<file path="config.mk">
export PLATFORM = sky130hd
export DESIGN_NAME = stwc_counter
export DESIGN_NICKNAME = d
export VERILOG_FILES = /design/src/stwc_pkg.sv /design/src/stwc_counter.sv /design/src/stwc_pin_filter.sv /design/src/stwc_prescaler.sv
export SDC_FILE = /design/constraint.sdc
export NUM_CORES = 1
export LEC_CHECK = 0
export ABC_AREA = 1
export BUFFER_PORTS_ARGS = -buffer_cell sky130_fd_sc_hd__buf_2
export CORE_ASPECT_RATIO = 1.4
export CORE_MARGIN = 2
export CORE_UTILIZATION = 44
export DETAILED_ROUTE_END_ITERATION = 10
export MAX_ROUTING_LAYER = met4
export PLACE_DENSITY = 0.59
export SYNTH_ARGS = -nofsm -noshare
export SYNTH_HDL_FRONTEND = slang
export SYNTH_HIERARCHICAL = 1
export SYNTH_SLANG_ARGS = --single-unit
</file>
<file path="constraint.sdc">
create_clock -name clk_i -period 3.3 [get_ports clk_i]
set_input_delay 0.825 -clock clk_i [delete_from_list [all_inputs] [get_ports clk_i]]
set_output_delay 0.825 -clock clk_i [all_outputs]
set_load 0.02 [all_outputs]
</file>
<file path="src/stwc_pkg.sv">
// Package for the 16-bit timer / event / window counter
package stwc_pkg;
  // Register word offsets (byte addresses)
  localparam logic [3:0] ADDR_CTRL = 4'h0;
  localparam logic [3:0] ADDR_PERIOD = 4'h4;
  localparam logic [3:0] ADDR_CAPTURE = 4'h8;
  localparam logic [3:0] ADDR_STATUS = 4'hc;
  // Control register field positions
  localparam int MODE_LSB = 0;
  localparam int CLKSEL_LSB = 2;
  localparam int START_LSB = 4;
  localparam int TRIG_STOP_BIT = 6;
  localparam int ACAP_BIT = 7;
  localparam int DIVOPT_BIT = 8;
  localparam logic [7:0] CTRL_RESET = 8'h00;
  localparam logic [15:0] REG16_RESET = 16'hffff;
  localparam logic [15:0] COUNT_ZERO = 16'h0000;
  localparam logic [15:0] COUNT_ONE = 16'h0001;
  // Mode select codes
  localparam logic [1:0] MODE_TIMER = 2'h0;
  localparam logic [1:0] MODE_WINDOW = 2'h1;
  localparam logic [1:0] MODE_PULSE = 2'h2;
  localparam logic [1:0] MODE_PPG = 2'h3;
  // Start control codes
  localparam logic [1:0] START_STOP = 2'h0;
  localparam logic [1:0] START_CMD = 2'h1;
  localparam logic [1:0] START_RISE = 2'h2;
  localparam logic [1:0] START_FALL = 2'h3;
  // Source clock select codes
  localparam logic [1:0] CLK_SEL_SLOW = 2'h0;
  localparam logic [1:0] CLK_SEL_MID = 2'h1;
  localparam logic [1:0] CLK_SEL_FAST = 2'h2;
  localparam logic [1:0] CLK_SEL_EXT = 2'h3;
  // Divider taps: fc/2^11, fc/2^7, fc/2^3 and fs/2^3 on a free-running prescaler
  localparam int PRESC_W = 11;
  localparam int TAP_SLOW = 10;
  localparam int TAP_MID = 6;
  localparam int TAP_FAST = 2;
  // Noise filter: reject 4/fc or less; fc taken equal to the 125 MHz system clock
  localparam int CLK_MHZ = 125;
  localparam int FILT_NS = 32;
  localparam int FILT_CYCLES = (FILT_NS * CLK_MHZ + 999) / 1000;
  localparam logic [2:0] FILT_MAX = 3'(FILT_CYCLES);
  // Counter control state
  typedef enum logic [2:0] {
    STWC_IDLE = 3'b001,
    STWC_ARMED = 3'b010,
    STWC_RUN = 3'b100
  } stwc_state_type;
endpackage

</file>
<file path="src/stwc_counter.sv">
// Top: 16-bit timer / external trigger / event / window counter with Wishbone registers
// Operation
// Six modes selectable; pulse and pulse-output idle
// Timer counts source clock, match interrupts and clears
// Auto-capture copies count every source clock
// Software waits one source clock before capture read
// Capture read only while running and enabled
// Select codes give fc/2^11, fc/2^7, fc/2^3
// Trigger timer waits chosen edge, then counts
// Stop select 1: opposite edge clears, halts silently
// Stop select 0: opposite edge, early trigger ignored
// Input filter rejects short pulses, bypassed when slow
// Trigger pulses must be at least 12/fc
// Event mode counts selected pin edges, clears on match
// Event match evaluated at the opposite edge
// Event levels held two machine cycles minimum
// Auto-capture also works in event mode
// Window mode counts source clock gated by pin
// Window pulse much slower than source clock
// Upper byte write commits at next source clock (code: commits only on src_tick, so never in event mode)
// Stop power mode forces start control to stop
// Configuration changed only while stopped
// Period register must exceed one
// Pin synchronised; interrupt is one-cycle pulse
//
// The Wishbone slave port and the register addresses were chosen for this implementation.
`timescale 1ns/1ps
`default_nettype none
module stwc_counter
  import stwc_pkg::*;
(
  input wire logic clk_i,
  input wire logic rst_i,
  input wire logic wb_cyc_i,
  input wire logic wb_stb_i,
  input wire logic wb_we_i,
  input wire logic [3:0] wb_adr_i,
  input wire logic [3:0] wb_sel_i,
  input wire logic [31:0] wb_dat_i,
  output logic [31:0] wb_dat_o,
  output logic wb_ack_o,
  input wire logic counter_input_pin_i,
  input wire logic slow_clock_tick_i,
  input wire logic low_speed_mode_i,
  input wire logic stop_mode_entry_i,
  output logic counter_interrupt_request_o
);
  logic [1:0] operating_mode_select;
  logic [1:0] source_clock_select;
  logic [1:0] start_control;
  logic trigger_stop_select;
  logic auto_capture_enable;
  logic divider_option;
  logic [15:0] period_register;
  logic [15:0] period_shadow;
  logic [7:0] period_low_hold;
  logic period_pending;
  logic [15:0] capture_register;
  logic [15:0] count;
  logic [15:0] next_count;
  logic match_hold;
  logic next_irq;
  stwc_state_type state;
  stwc_state_type next_state;
  logic src_tick;
  logic pin_level;
  logic pin_rise;
  logic pin_fall;
  logic wb_req;
  logic wr_ctrl;
  logic wr_period;
  logic trig_edge;
  logic opp_edge;
  logic active_level;
  logic ext_trig_mode;
  logic event_mode;
  logic count_en;
  logic running;
  logic matched;

  stwc_prescaler u_presc (
    .clk_i(clk_i),
    .rst_i(rst_i),
    .clk_sel_i(source_clock_select),
    .div_opt_i(divider_option),
    .slow_tick_i(slow_clock_tick_i),
    .low_speed_i(low_speed_mode_i),
    .tick_o(src_tick)
  );

  stwc_pin_filter u_filter (
    .clk_i(clk_i),
    .rst_i(rst_i),
    .pin_i(counter_input_pin_i),
    .bypass_i(low_speed_mode_i),
    .level_o(pin_level),
    .rise_o(pin_rise),
    .fall_o(pin_fall)
  );

  // Wishbone classic: one-cycle ack, dropped in the next cycle
  assign wb_req = wb_cyc_i && wb_stb_i && !wb_ack_o;
  assign wr_ctrl = wb_req && wb_we_i && wb_adr_i == ADDR_CTRL;
  assign wr_period = wb_req && wb_we_i && wb_adr_i == ADDR_PERIOD;

  always_ff @(posedge clk_i) begin
    if (rst_i) begin
      wb_ack_o <= 1'b0;
    end else begin
      wb_ack_o <= wb_req;
    end
  end

  always_ff @(posedge clk_i) begin
    if (rst_i) begin
      wb_dat_o <= '0;
    end else if (wb_req && !wb_we_i) begin
      unique case (wb_adr_i)
        ADDR_CTRL: wb_dat_o <= {23'h00_0000, divider_option, auto_capture_enable,
                                trigger_stop_select, start_control, source_clock_select,
                                operating_mode_select};
        ADDR_PERIOD: wb_dat_o <= {16'h0000, period_register};
        ADDR_CAPTURE: wb_dat_o <= {16'h0000, capture_register};
        ADDR_STATUS: wb_dat_o <= {27'h000_0000, period_pending, pin_level, state};
        default: wb_dat_o <= '0;
      endcase
    end
  end

  // Control register; stop-mode entry overrides software
  always_ff @(posedge clk_i) begin
    if (rst_i) begin
      {operating_mode_select, source_clock_select, start_control} <= 6'h00;
      trigger_stop_select <= 1'b0;
      auto_capture_enable <= 1'b0;
      divider_option <= 1'b0;
    end else begin
      if (wr_ctrl && wb_sel_i[0]) begin
        operating_mode_select <= wb_dat_i[MODE_LSB +: 2];
        source_clock_select <= wb_dat_i[CLKSEL_LSB +: 2];
        start_control <= wb_dat_i[START_LSB +: 2];
        trigger_stop_select <= wb_dat_i[TRIG_STOP_BIT];
        auto_capture_enable <= wb_dat_i[ACAP_BIT];
      end
      if (wr_ctrl && wb_sel_i[1]) begin
        divider_option <= wb_dat_i[DIVOPT_BIT];
      end
      if (stop_mode_entry_i) begin
        start_control <= START_STOP;
      end
    end
  end

  // Period: low byte held, upper byte arms commit at next src_tick; event mode has none, so it stays pending
  always_ff @(posedge clk_i) begin
    if (rst_i) begin
      period_low_hold <= REG16_RESET[7:0];
      period_shadow <= REG16_RESET;
      period_pending <= 1'b0;
      period_register <= REG16_RESET;
    end else begin
      if (wr_period && wb_sel_i[0]) begin
        period_low_hold <= wb_dat_i[7:0];
      end
      if (wr_period && wb_sel_i[1]) begin
        period_shadow <= {wb_dat_i[15:8], wb_sel_i[0] ? wb_dat_i[7:0] : period_low_hold};
        period_pending <= 1'b1;
      end else if (period_pending && src_tick) begin
        period_register <= period_shadow;
        period_pending <= 1'b0;
      end
    end
  end

  // Mode decode; pulse width and pulse output modes hold the counter idle
  assign event_mode = operating_mode_select == MODE_TIMER && source_clock_select == CLK_SEL_EXT;
  assign ext_trig_mode = operating_mode_select == MODE_TIMER && !event_mode
                         && start_control[1];
  assign trig_edge = start_control == START_RISE ? pin_rise : pin_fall;
  assign opp_edge = start_control == START_RISE ? pin_fall : pin_rise;
  assign active_level = start_control == START_RISE ? pin_level : !pin_level;
  assign running = start_control != START_STOP
                   && operating_mode_select != MODE_PULSE
                   && operating_mode_select != MODE_PPG;
  assign matched = count == period_register;

  always_comb begin
    count_en = 1'b0;
    if (operating_mode_select == MODE_WINDOW) begin
      count_en = src_tick && active_level && start_control[1];
    end else if (event_mode) begin
      count_en = trig_edge && start_control[1];
    end else begin
      count_en = src_tick && state == STWC_RUN;
    end
  end

  // Run state for the external trigger timer
  always_comb begin
    next_state = state;
    if (!running) begin
      next_state = STWC_IDLE;
    end else begin
      unique case (state)
        STWC_IDLE: next_state = ext_trig_mode ? STWC_ARMED : STWC_RUN;
        STWC_ARMED: next_state = trig_edge ? STWC_RUN : STWC_ARMED;
        STWC_RUN: begin
          if (ext_trig_mode && count_en && matched) begin
            next_state = STWC_ARMED;
          end else if (ext_trig_mode && trigger_stop_select && opp_edge) begin
            next_state = STWC_ARMED;
          end
        end
        default: next_state = STWC_IDLE;
      endcase
    end
  end

  always_ff @(posedge clk_i) begin
    if (rst_i) begin
      state <= STWC_IDLE;
    end else begin
      state <= next_state;
    end
  end

  // Counter and match handling
  always_comb begin
    next_count = count;
    next_irq = 1'b0;
    if (!running) begin
      next_count = COUNT_ZERO;
    end else if (ext_trig_mode && state == STWC_RUN && trigger_stop_select && opp_edge
                 && !(count_en && matched)) begin
      next_count = COUNT_ZERO;
    end else if (event_mode) begin
      if (match_hold && opp_edge) begin
        next_count = COUNT_ZERO;
        next_irq = 1'b1;
      end else if (count_en) begin
        next_count = count + COUNT_ONE;
      end
    end else if (count_en) begin
      if (matched) begin
        next_count = COUNT_ZERO;
        next_irq = 1'b1;
      end else begin
        next_count = count + COUNT_ONE;
      end
    end
  end

  // Event match is latched at the counting edge, acted on at the opposite one
  always_ff @(posedge clk_i) begin
    if (rst_i || !running || !event_mode) begin
      match_hold <= 1'b0;
    end else if (count_en) begin
      match_hold <= (count + COUNT_ONE) == period_register;
    end else if (opp_edge) begin
      match_hold <= 1'b0;
    end
  end

  always_ff @(posedge clk_i) begin
    if (rst_i) begin
      count <= COUNT_ZERO;
    end else begin
      count <= next_count;
    end
  end

  always_ff @(posedge clk_i) begin
    if (rst_i) begin
      counter_interrupt_request_o <= 1'b0;
    end else begin
      counter_interrupt_request_o <= next_irq;
    end
  end

  // Capture follows the count on each counter source clock
  always_ff @(posedge clk_i) begin
    if (rst_i) begin
      capture_register <= REG16_RESET;
    end else if (auto_capture_enable && running && (event_mode ? count_en : src_tick)) begin
      capture_register <= count;
    end
  end
endmodule
`default_nettype wire

</file>
<file path="src/stwc_pin_filter.sv">
// Synchroniser and noise filter for the counter input pin
`timescale 1ns/1ps
`default_nettype none
module stwc_pin_filter
  import stwc_pkg::*;
(
  input wire logic clk_i,
  input wire logic rst_i,
  input wire logic pin_i,
  input wire logic bypass_i,
  output logic level_o,
  output logic rise_o,
  output logic fall_o
);
  logic sync1;
  logic sync2;
  logic [2:0] stable_cnt;
  logic next_level;

  always_ff @(posedge clk_i) begin
    if (rst_i) begin
      sync1 <= 1'b0;
      sync2 <= 1'b0;
    end else begin
      sync1 <= pin_i;
      sync2 <= sync1;
    end
  end

  // A new level must persist beyond the reject window to be accepted
  always_ff @(posedge clk_i) begin
    if (rst_i || sync2 == level_o) begin
      stable_cnt <= '0;
    end else if (stable_cnt != FILT_MAX) begin
      stable_cnt <= stable_cnt + 3'h1;
    end
  end

  assign next_level = (bypass_i || stable_cnt == FILT_MAX) ? sync2 : level_o;

  always_ff @(posedge clk_i) begin
    if (rst_i) begin
      level_o <= 1'b0;
      rise_o <= 1'b0;
      fall_o <= 1'b0;
    end else begin
      level_o <= next_level;
      rise_o <= next_level & ~level_o;
      fall_o <= ~next_level & level_o;
    end
  end
endmodule
`default_nettype wire

</file>
<file path="src/stwc_prescaler.sv">
// Free-running prescaler producing source-clock enable pulses
`timescale 1ns/1ps
`default_nettype none
module stwc_prescaler
  import stwc_pkg::*;
(
  input wire logic clk_i,
  input wire logic rst_i,
  input wire logic [1:0] clk_sel_i,
  input wire logic div_opt_i,
  input wire logic slow_tick_i,
  input wire logic low_speed_i,
  output logic tick_o
);
  logic [PRESC_W-1:0] presc;
  logic [PRESC_W-1:0] next_presc;
  logic [3:0] slow_cnt;
  logic slow_tap;
  logic tap;

  assign next_presc = presc + 1'b1;

  always_ff @(posedge clk_i) begin
    if (rst_i) begin
      presc <= '0;
    end else begin
      presc <= next_presc;
    end
  end

  // fs/2^3 from the low-frequency clock enable
  always_ff @(posedge clk_i) begin
    if (rst_i) begin
      slow_cnt <= '0;
    end else if (slow_tick_i) begin
      slow_cnt <= slow_cnt + 4'h1;
    end
  end

  assign slow_tap = slow_tick_i && (slow_cnt[2:0] == 3'h7);

  // Rising edge of a prescaler bit becomes a one-cycle tick
  always_comb begin
    tap = 1'b0;
    if (low_speed_i || (div_opt_i && clk_sel_i == CLK_SEL_SLOW)) begin
      tap = (clk_sel_i == CLK_SEL_SLOW) && slow_tap;
    end else begin
      unique case (clk_sel_i)
        CLK_SEL_SLOW: tap = ~presc[TAP_SLOW] & next_presc[TAP_SLOW];
        CLK_SEL_MID: tap = ~presc[TAP_MID] & next_presc[TAP_MID];
        CLK_SEL_FAST: tap = ~presc[TAP_FAST] & next_presc[TAP_FAST];
        CLK_SEL_EXT: tap = 1'b0;
      endcase
    end
  end

  always_ff @(posedge clk_i) begin
    if (rst_i) begin
      tick_o <= 1'b0;
    end else begin
      tick_o <= tap;
    end
  end
endmodule
`default_nettype wire

</file>
After elaboration in Yosys (flattened, before gate mapping):

Index checks and enable logic that the tools add are counted.

* eq/ne operators: 20
* magnitude comparators: 0
* reduce and logical (&&, ||, !) cells: 59
* $mul: 0
* bitwise logic cells: 12
* divide/modulo/power cells: 0
* shift operators: 0
* add/subtract/negate cells: 4
* mux-type cells: 29

Operators by type and width (number)
* $mux 16: 5
* $pmux 16 s4: 1
* $logic_and 1x1->1: 35
* $eq 16x16->1: 2
* $add 16x1->16 const B: 1
* $mux 1: 16
* $mux 3: 4
* $add 11x1->11 const B: 1
* $reduce_bool 2->1: 5
* $eq 3x3->1 const B: 3
* $pmux 3 s3: 1
* $eq 4x4->1 const B: 2
* $mux 8: 1
* $not 1->1: 7
* $eq 2x2->1 const B: 3
* $logic_not 1->1: 6
* $and 1x1->1: 5
* $logic_or 1x1->1: 5
* $add 4x1->4 const B: 1
* $eq 2x1->1 const B: 2
* $eq 4x3->1 const B: 1
* $logic_not 2->1: 2
* $logic_not 4->1: 1
* $ne 2x2->1 const B: 2
* 10 further kinds: 12

* ROM bits: 0
* register bits: 144
* latch bits: 0
* memories kept: 0
* memory bits (writable): 0
* output and inout bits: 34
* input port bits: 49

Longest topological paths before layout:

* depth in word-level cells: 10
* gate-level depth with buffers: 13
* depth with buffers taken out: 12

Cells and area by module:

The synthesis kept the hierarchy.

Modules (own cells, without submodules)
* stwc_counter: area each 5554.1 µm², instances 1, cells an instance 774
* stwc_prescaler: area each 681.9 µm², instances 1, cells an instance 88
* stwc_pin_filter: area each 352.8 µm², instances 1, cells an instance 51

Worst setup path after synthesis:

OpenSTA, ideal clock, no wires.

* path type: input port to flip-flop
* start: in wb_adr_i[1]
* end: reg period_shadow[7]
* path buffers: 1
* data arrival time: 1.882 ns
* stages: 8
* slack: 1.298 ns
* library setup time: 0.120 ns
* cell sequence: nor2_4 nand3_2 nor2_4 inv_4 nor2_8 inv_2 buf_6 a211o_1

* longest elaborated chain between the ends: 3

RTL lines
* from (decl): RTL line stwc_counter.sv:37 `input wire logic [3:0] wb_adr_i,`
* $eq 4x3->1: RTL line stwc_counter.sv:104 `assign wr_period = wb_req && wb_we_i && wb_adr_i == ADDR_PERIOD;`
* $logic_and 1x1->1: RTL line stwc_counter.sv:104
* $logic_and 1x1->1: RTL line stwc_counter.sv:165 `if (wr_period && wb_sel_i[1]) begin`
* to (signal assigned): RTL line stwc_counter.sv:166 `period_shadow <= {wb_dat_i[15:8], wb_sel_i[0] ? wb_dat_i[7:0] : period_low_hold};`
* to (decl): RTL line stwc_counter.sv:55 `logic [15:0] period_shadow;`

Every way passes these cells.
A chain may end at the register's enable or synchronous reset.

Worst setup path after layout:

* start: in wb_adr_i[1]
* end: reg period_shadow[3]

Same word-level chain as after synthesis.

==> results_dict.tcl <==
set metrics [dict create \
    worst-endpoint-arrival_ns 2.38 \
    share_seq_of_total_power 0.433 \
    clock_path_buffers 2 \
    remaining_number_of_nets_flagged_by_the_antenna_check_after_routing 0 \
    cts_hold_buf 0 \
    top_layer_reached_by_signal_wires "met4" \
    initial_core_utilization 0.452 \
    drt_iter0_markers 249 \
    placement.io_buffers 48 \
    route.final.wire_length_um 16400 \
    drt_pass1_iterations 5 \
    clock_sink_count 127 \
    pwr-share-clk 0.527 \
    fin_util 0.510 \
    wl_met2_um 8370 \
    dpl.hpwl_um 12400 \
    synth_sequential_area_ratio 0.386 \
    final.period_utilization 0.629 \
    timing.final.max_slew_violations 0 \
    floorplan_die_width_um 107 \
    layout.area.seq_sq_mm 0.00254 \
    power_per_cell_area_mw_per_mm2 484 \
    ir_drop_uv 456 \
    placed_cells 1118 \
    drc 0 \
    cts.clk_slew.worst_paths_ns 0.06 \
    power.net_switching_uw 794 \
    layout_area_growth_over_synthesis_pct 12.7 \
    cts.root.buffer_cell "clkbuf_16" \
    gp_congestion 0.913 \
    holdCritPathClass "reg -> reg" \
    yosys.cell_types.count 45 \
    cp-start-kind "input pin" \
    clock_skew_ns 0.00560 \
    ys_dominant_reg_cell "dfxtp_1" \
    yosys_warnings 6 \
    achievable-frequency_mhz 482 \
    floorplan.die_area_sq_mm 0.0160 \
    gr-usage-all-layers 0.223 \
    ctsResizeCount 0 \
    leakage_uw 0.00324 \
    place_area_sq_mm 0.00682 \
    instances_no_fill 1150 \
    crit_path_end_kind "flop" \
    via_density_per_instance 4.96 \
    hold_viol_final 0 \
    postSynth.asyncResetShare 0 \
    summed_instance_area_of_the_synthesized_netlist_sq_mm 0.00659 \
    rsz0062_at_grt "no" \
    routed_wire_length_per_instance_um 14.2 \
    cts_tree "built" \
    antenna-diode-count 0 \
    globalRoute.totalOverflow 0 \
    synth_enable_flop_cells 0 \
    count_of_state_elements_after_synthesis 127 \
    required_ns 3.61 \
    fin_nets 1006 \
    final_critical_path_time_including_i_o_delays_and_setup_ns 2.07 \
    routedLengthMet1_um 7090 \
    critical_path_peak_fanout 25 \
    worstSkewPairLatency_ns 0.42 \
    core_sq_mm 0.0146 \
    wl_met3_um 503 \
    die_y_um 149 \
    fin_setup_tns_ns 0 \
    cts_setup_buffers 0 \
    report.final.setup_viol 0 \
    multiInputGateArea_sq_mm 0.00337 \
    p_comb_frac 0.040 \
    rows 52 \
    fillers 1497 \
    worst_setup_path_type "in -> reg" \
    post-route-worst-setup-slack_ns 1.23 \
    routed_vias 5707 \
    antenna_found_initial 0 \
    top_level_ports 83 \
    postLayoutCellArea_sq_mm 0.00743 \
    grt_first_pass_wirelength_um 27200 \
    average_footprint_of_a_synthesized_cell_sq_um 7.22 \
    internal-power_uw 2800 \
    vias_in_the_first_global_route 5549 \
    htreeDepth 4 \
    cap_violations 0 \
    run_status "finished, final reports clean" \
    place_worst_setup_slack_ns 0.791 \
    tritoncts.num_buffers 17 \
    syn-instance-count 913 \
    grt_max_degree 46 \
    sw_frac_of_total 0.221 \
    layout_cells_sized_above_1 0.154 \
]
path summary, 6_finish.rpt:
path                      endpoint        startpoint  depth (start not counted)  slack, ns
hold reg to reg     u_filter/sync2    u_filter/sync1                          2       0.41
hold / removal      u_filter/sync2    u_filter/sync1                          2       0.41
setup / recovery  period_shadow[3]       wb_adr_i[1]                          8       1.23
setup reg to reg         count[11]  start_control[1]                          9       1.31
cells by family after synthesis:
| family | synth area share |
|---|---|
| AO/OA/AOI/OAI | 0.131 |
| other | 0.000569 |
| XOR/XNOR | 0.0446 |
| flip-flops | 0.386 |
| AND/OR/NAND/NOR | 0.310 |
| adder cells (fa/ha/maj) | 0.0171 |
| buffers and inverters | 0.111 |
cells in the mapped netlist (2+ instances only):
| library cell | count | area share |
|---|---|---|
| nand4_1 | 19 | 0.018 |
| dfxtp_1 | 127 | 0.39 |
| buf_2 | 12 | 0.0091 |
| clkbuf_1 | 12 | 0.0068 |
| o221ai_1 | 2 | 0.0027 |
| nor2_4 | 5 | 0.0085 |
| nand2_1 | 271 | 0.15 |
| clkinv_1 | 3 | 0.0017 |
| xnor2_2 | 3 | 0.0074 |
| nor3_2 | 2 | 0.0030 |
| xnor2_1 | 16 | 0.021 |
| nand2_4 | 3 | 0.0051 |
| inv_1 | 87 | 0.050 |
| o211ai_1 | 37 | 0.042 |
| nand3_2 | 6 | 0.0091 |
| nand2_2 | 12 | 0.011 |
| o21ai_0 | 15 | 0.011 |
| a211o_1 | 8 | 0.011 |
| a21oi_1 | 49 | 0.037 |
| nand3b_1 | 2 | 0.0023 |
| a21oi_2 | 9 | 0.012 |
| xor2_1 | 12 | 0.016 |
| nor3_1 | 4 | 0.0030 |
| nor2_1 | 68 | 0.039 |
| nand3_1 | 52 | 0.039 |
| nor2_2 | 5 | 0.0047 |
| ha_1 | 9 | 0.017 |
| inv_4 | 2 | 0.0019 |
| o22ai_1 | 5 | 0.0047 |
| buf_4 | 21 | 0.024 |
| o2111ai_1 | 4 | 0.0053 |
| inv_2 | 12 | 0.0068 |
| buf_6 | 6 | 0.010 |
| nor2_8 | 2 | 0.0061 |
final cells by class:
type | instances | area share
inverter | 104 | 0.0532
sequential | 127 | 0.342
clock inverter | 8 | 0.0138
clock buffer | 24 | 0.0675
tap | 189 | 0.0318
timing repair buffer | 53 | 0.0374
multi-input combinational | 645 | 0.454
layer usage:
| layer | track usage | vias up |
|---|---|---|
| met5 | - | - |
| met4 | 0.0840 | 0 |
| met3 | 0.0424 | 30 |
| met2 | 0.384 | 97 |
| met1 | 0.257 | 2600 |
| li1 | - | 2980 |
worst max-delay path, stage by stage:
cell and delay [ns]:
buf_2 0.11, nor2_4 0.14, nand3_2 0.28, nor2_4 0.21, inv_4 0.09, nor2_8 0.17, inv_2 0.21, a211o_1 0.34
cell usage in the layout (no fill, tap or decap), types with 3 or more instances in the layout:
master	synthesis	layout
nor2_2	5	5
nand2_2	12	12
nand2_4	3	3
nor2_1	68	68
clkinv_1	3	3
a21oi_2	9	9
a211o_1	8	8
dfxtp_1	127	127
nand4_1	19	19
o211ai_1	37	37
o22ai_1	5	5
inv_2	12	12
clkbuf_8	0	5
buf_4	21	5
nor2_4	5	5
nand3_1	52	52
a21oi_1	49	49
o21ai_0	15	15
o2111ai_1	4	4
xnor2_1	16	16
ha_1	9	9
buf_2	12	48
clkbuf_16	0	17
conb_1	1	16
xor2_1	12	12
xnor2_2	3	3
nand3_2	6	6
nand2_1	271	271
nor3_1	4	4
inv_1	87	87
sequential cells by signal (all words and copies together), names as in the netlist, 3 cells and up:
register,count
capture_register,16
count,16
period_register,16
period_shadow,16
wb_dat_o,16
u_presc/presc,11
period_low_hold,8
state,3
u_filter/stable_cnt,3
u_presc/slow_cnt,3
through the flow:
step                      power [uW]  hold slack [ns]
after floorplan                 1700            0.388
after global placement          1730            0.390
after detailed placement        1740            0.403
after CTS                       3630            0.413
after global routing            3720            0.457
final                           3600            0.411
power by group through the flow:
stage,clock network [uW],logic (uW),registers (uW)
floorplan,0,107,1590
global placement,0,143,1590
detailed placement,0,144,1590
CTS,1930,144,1560
global route,2000,162,1560
finish,1900,144,1560
Note: power is estimated with default switching activity, not from simulation.
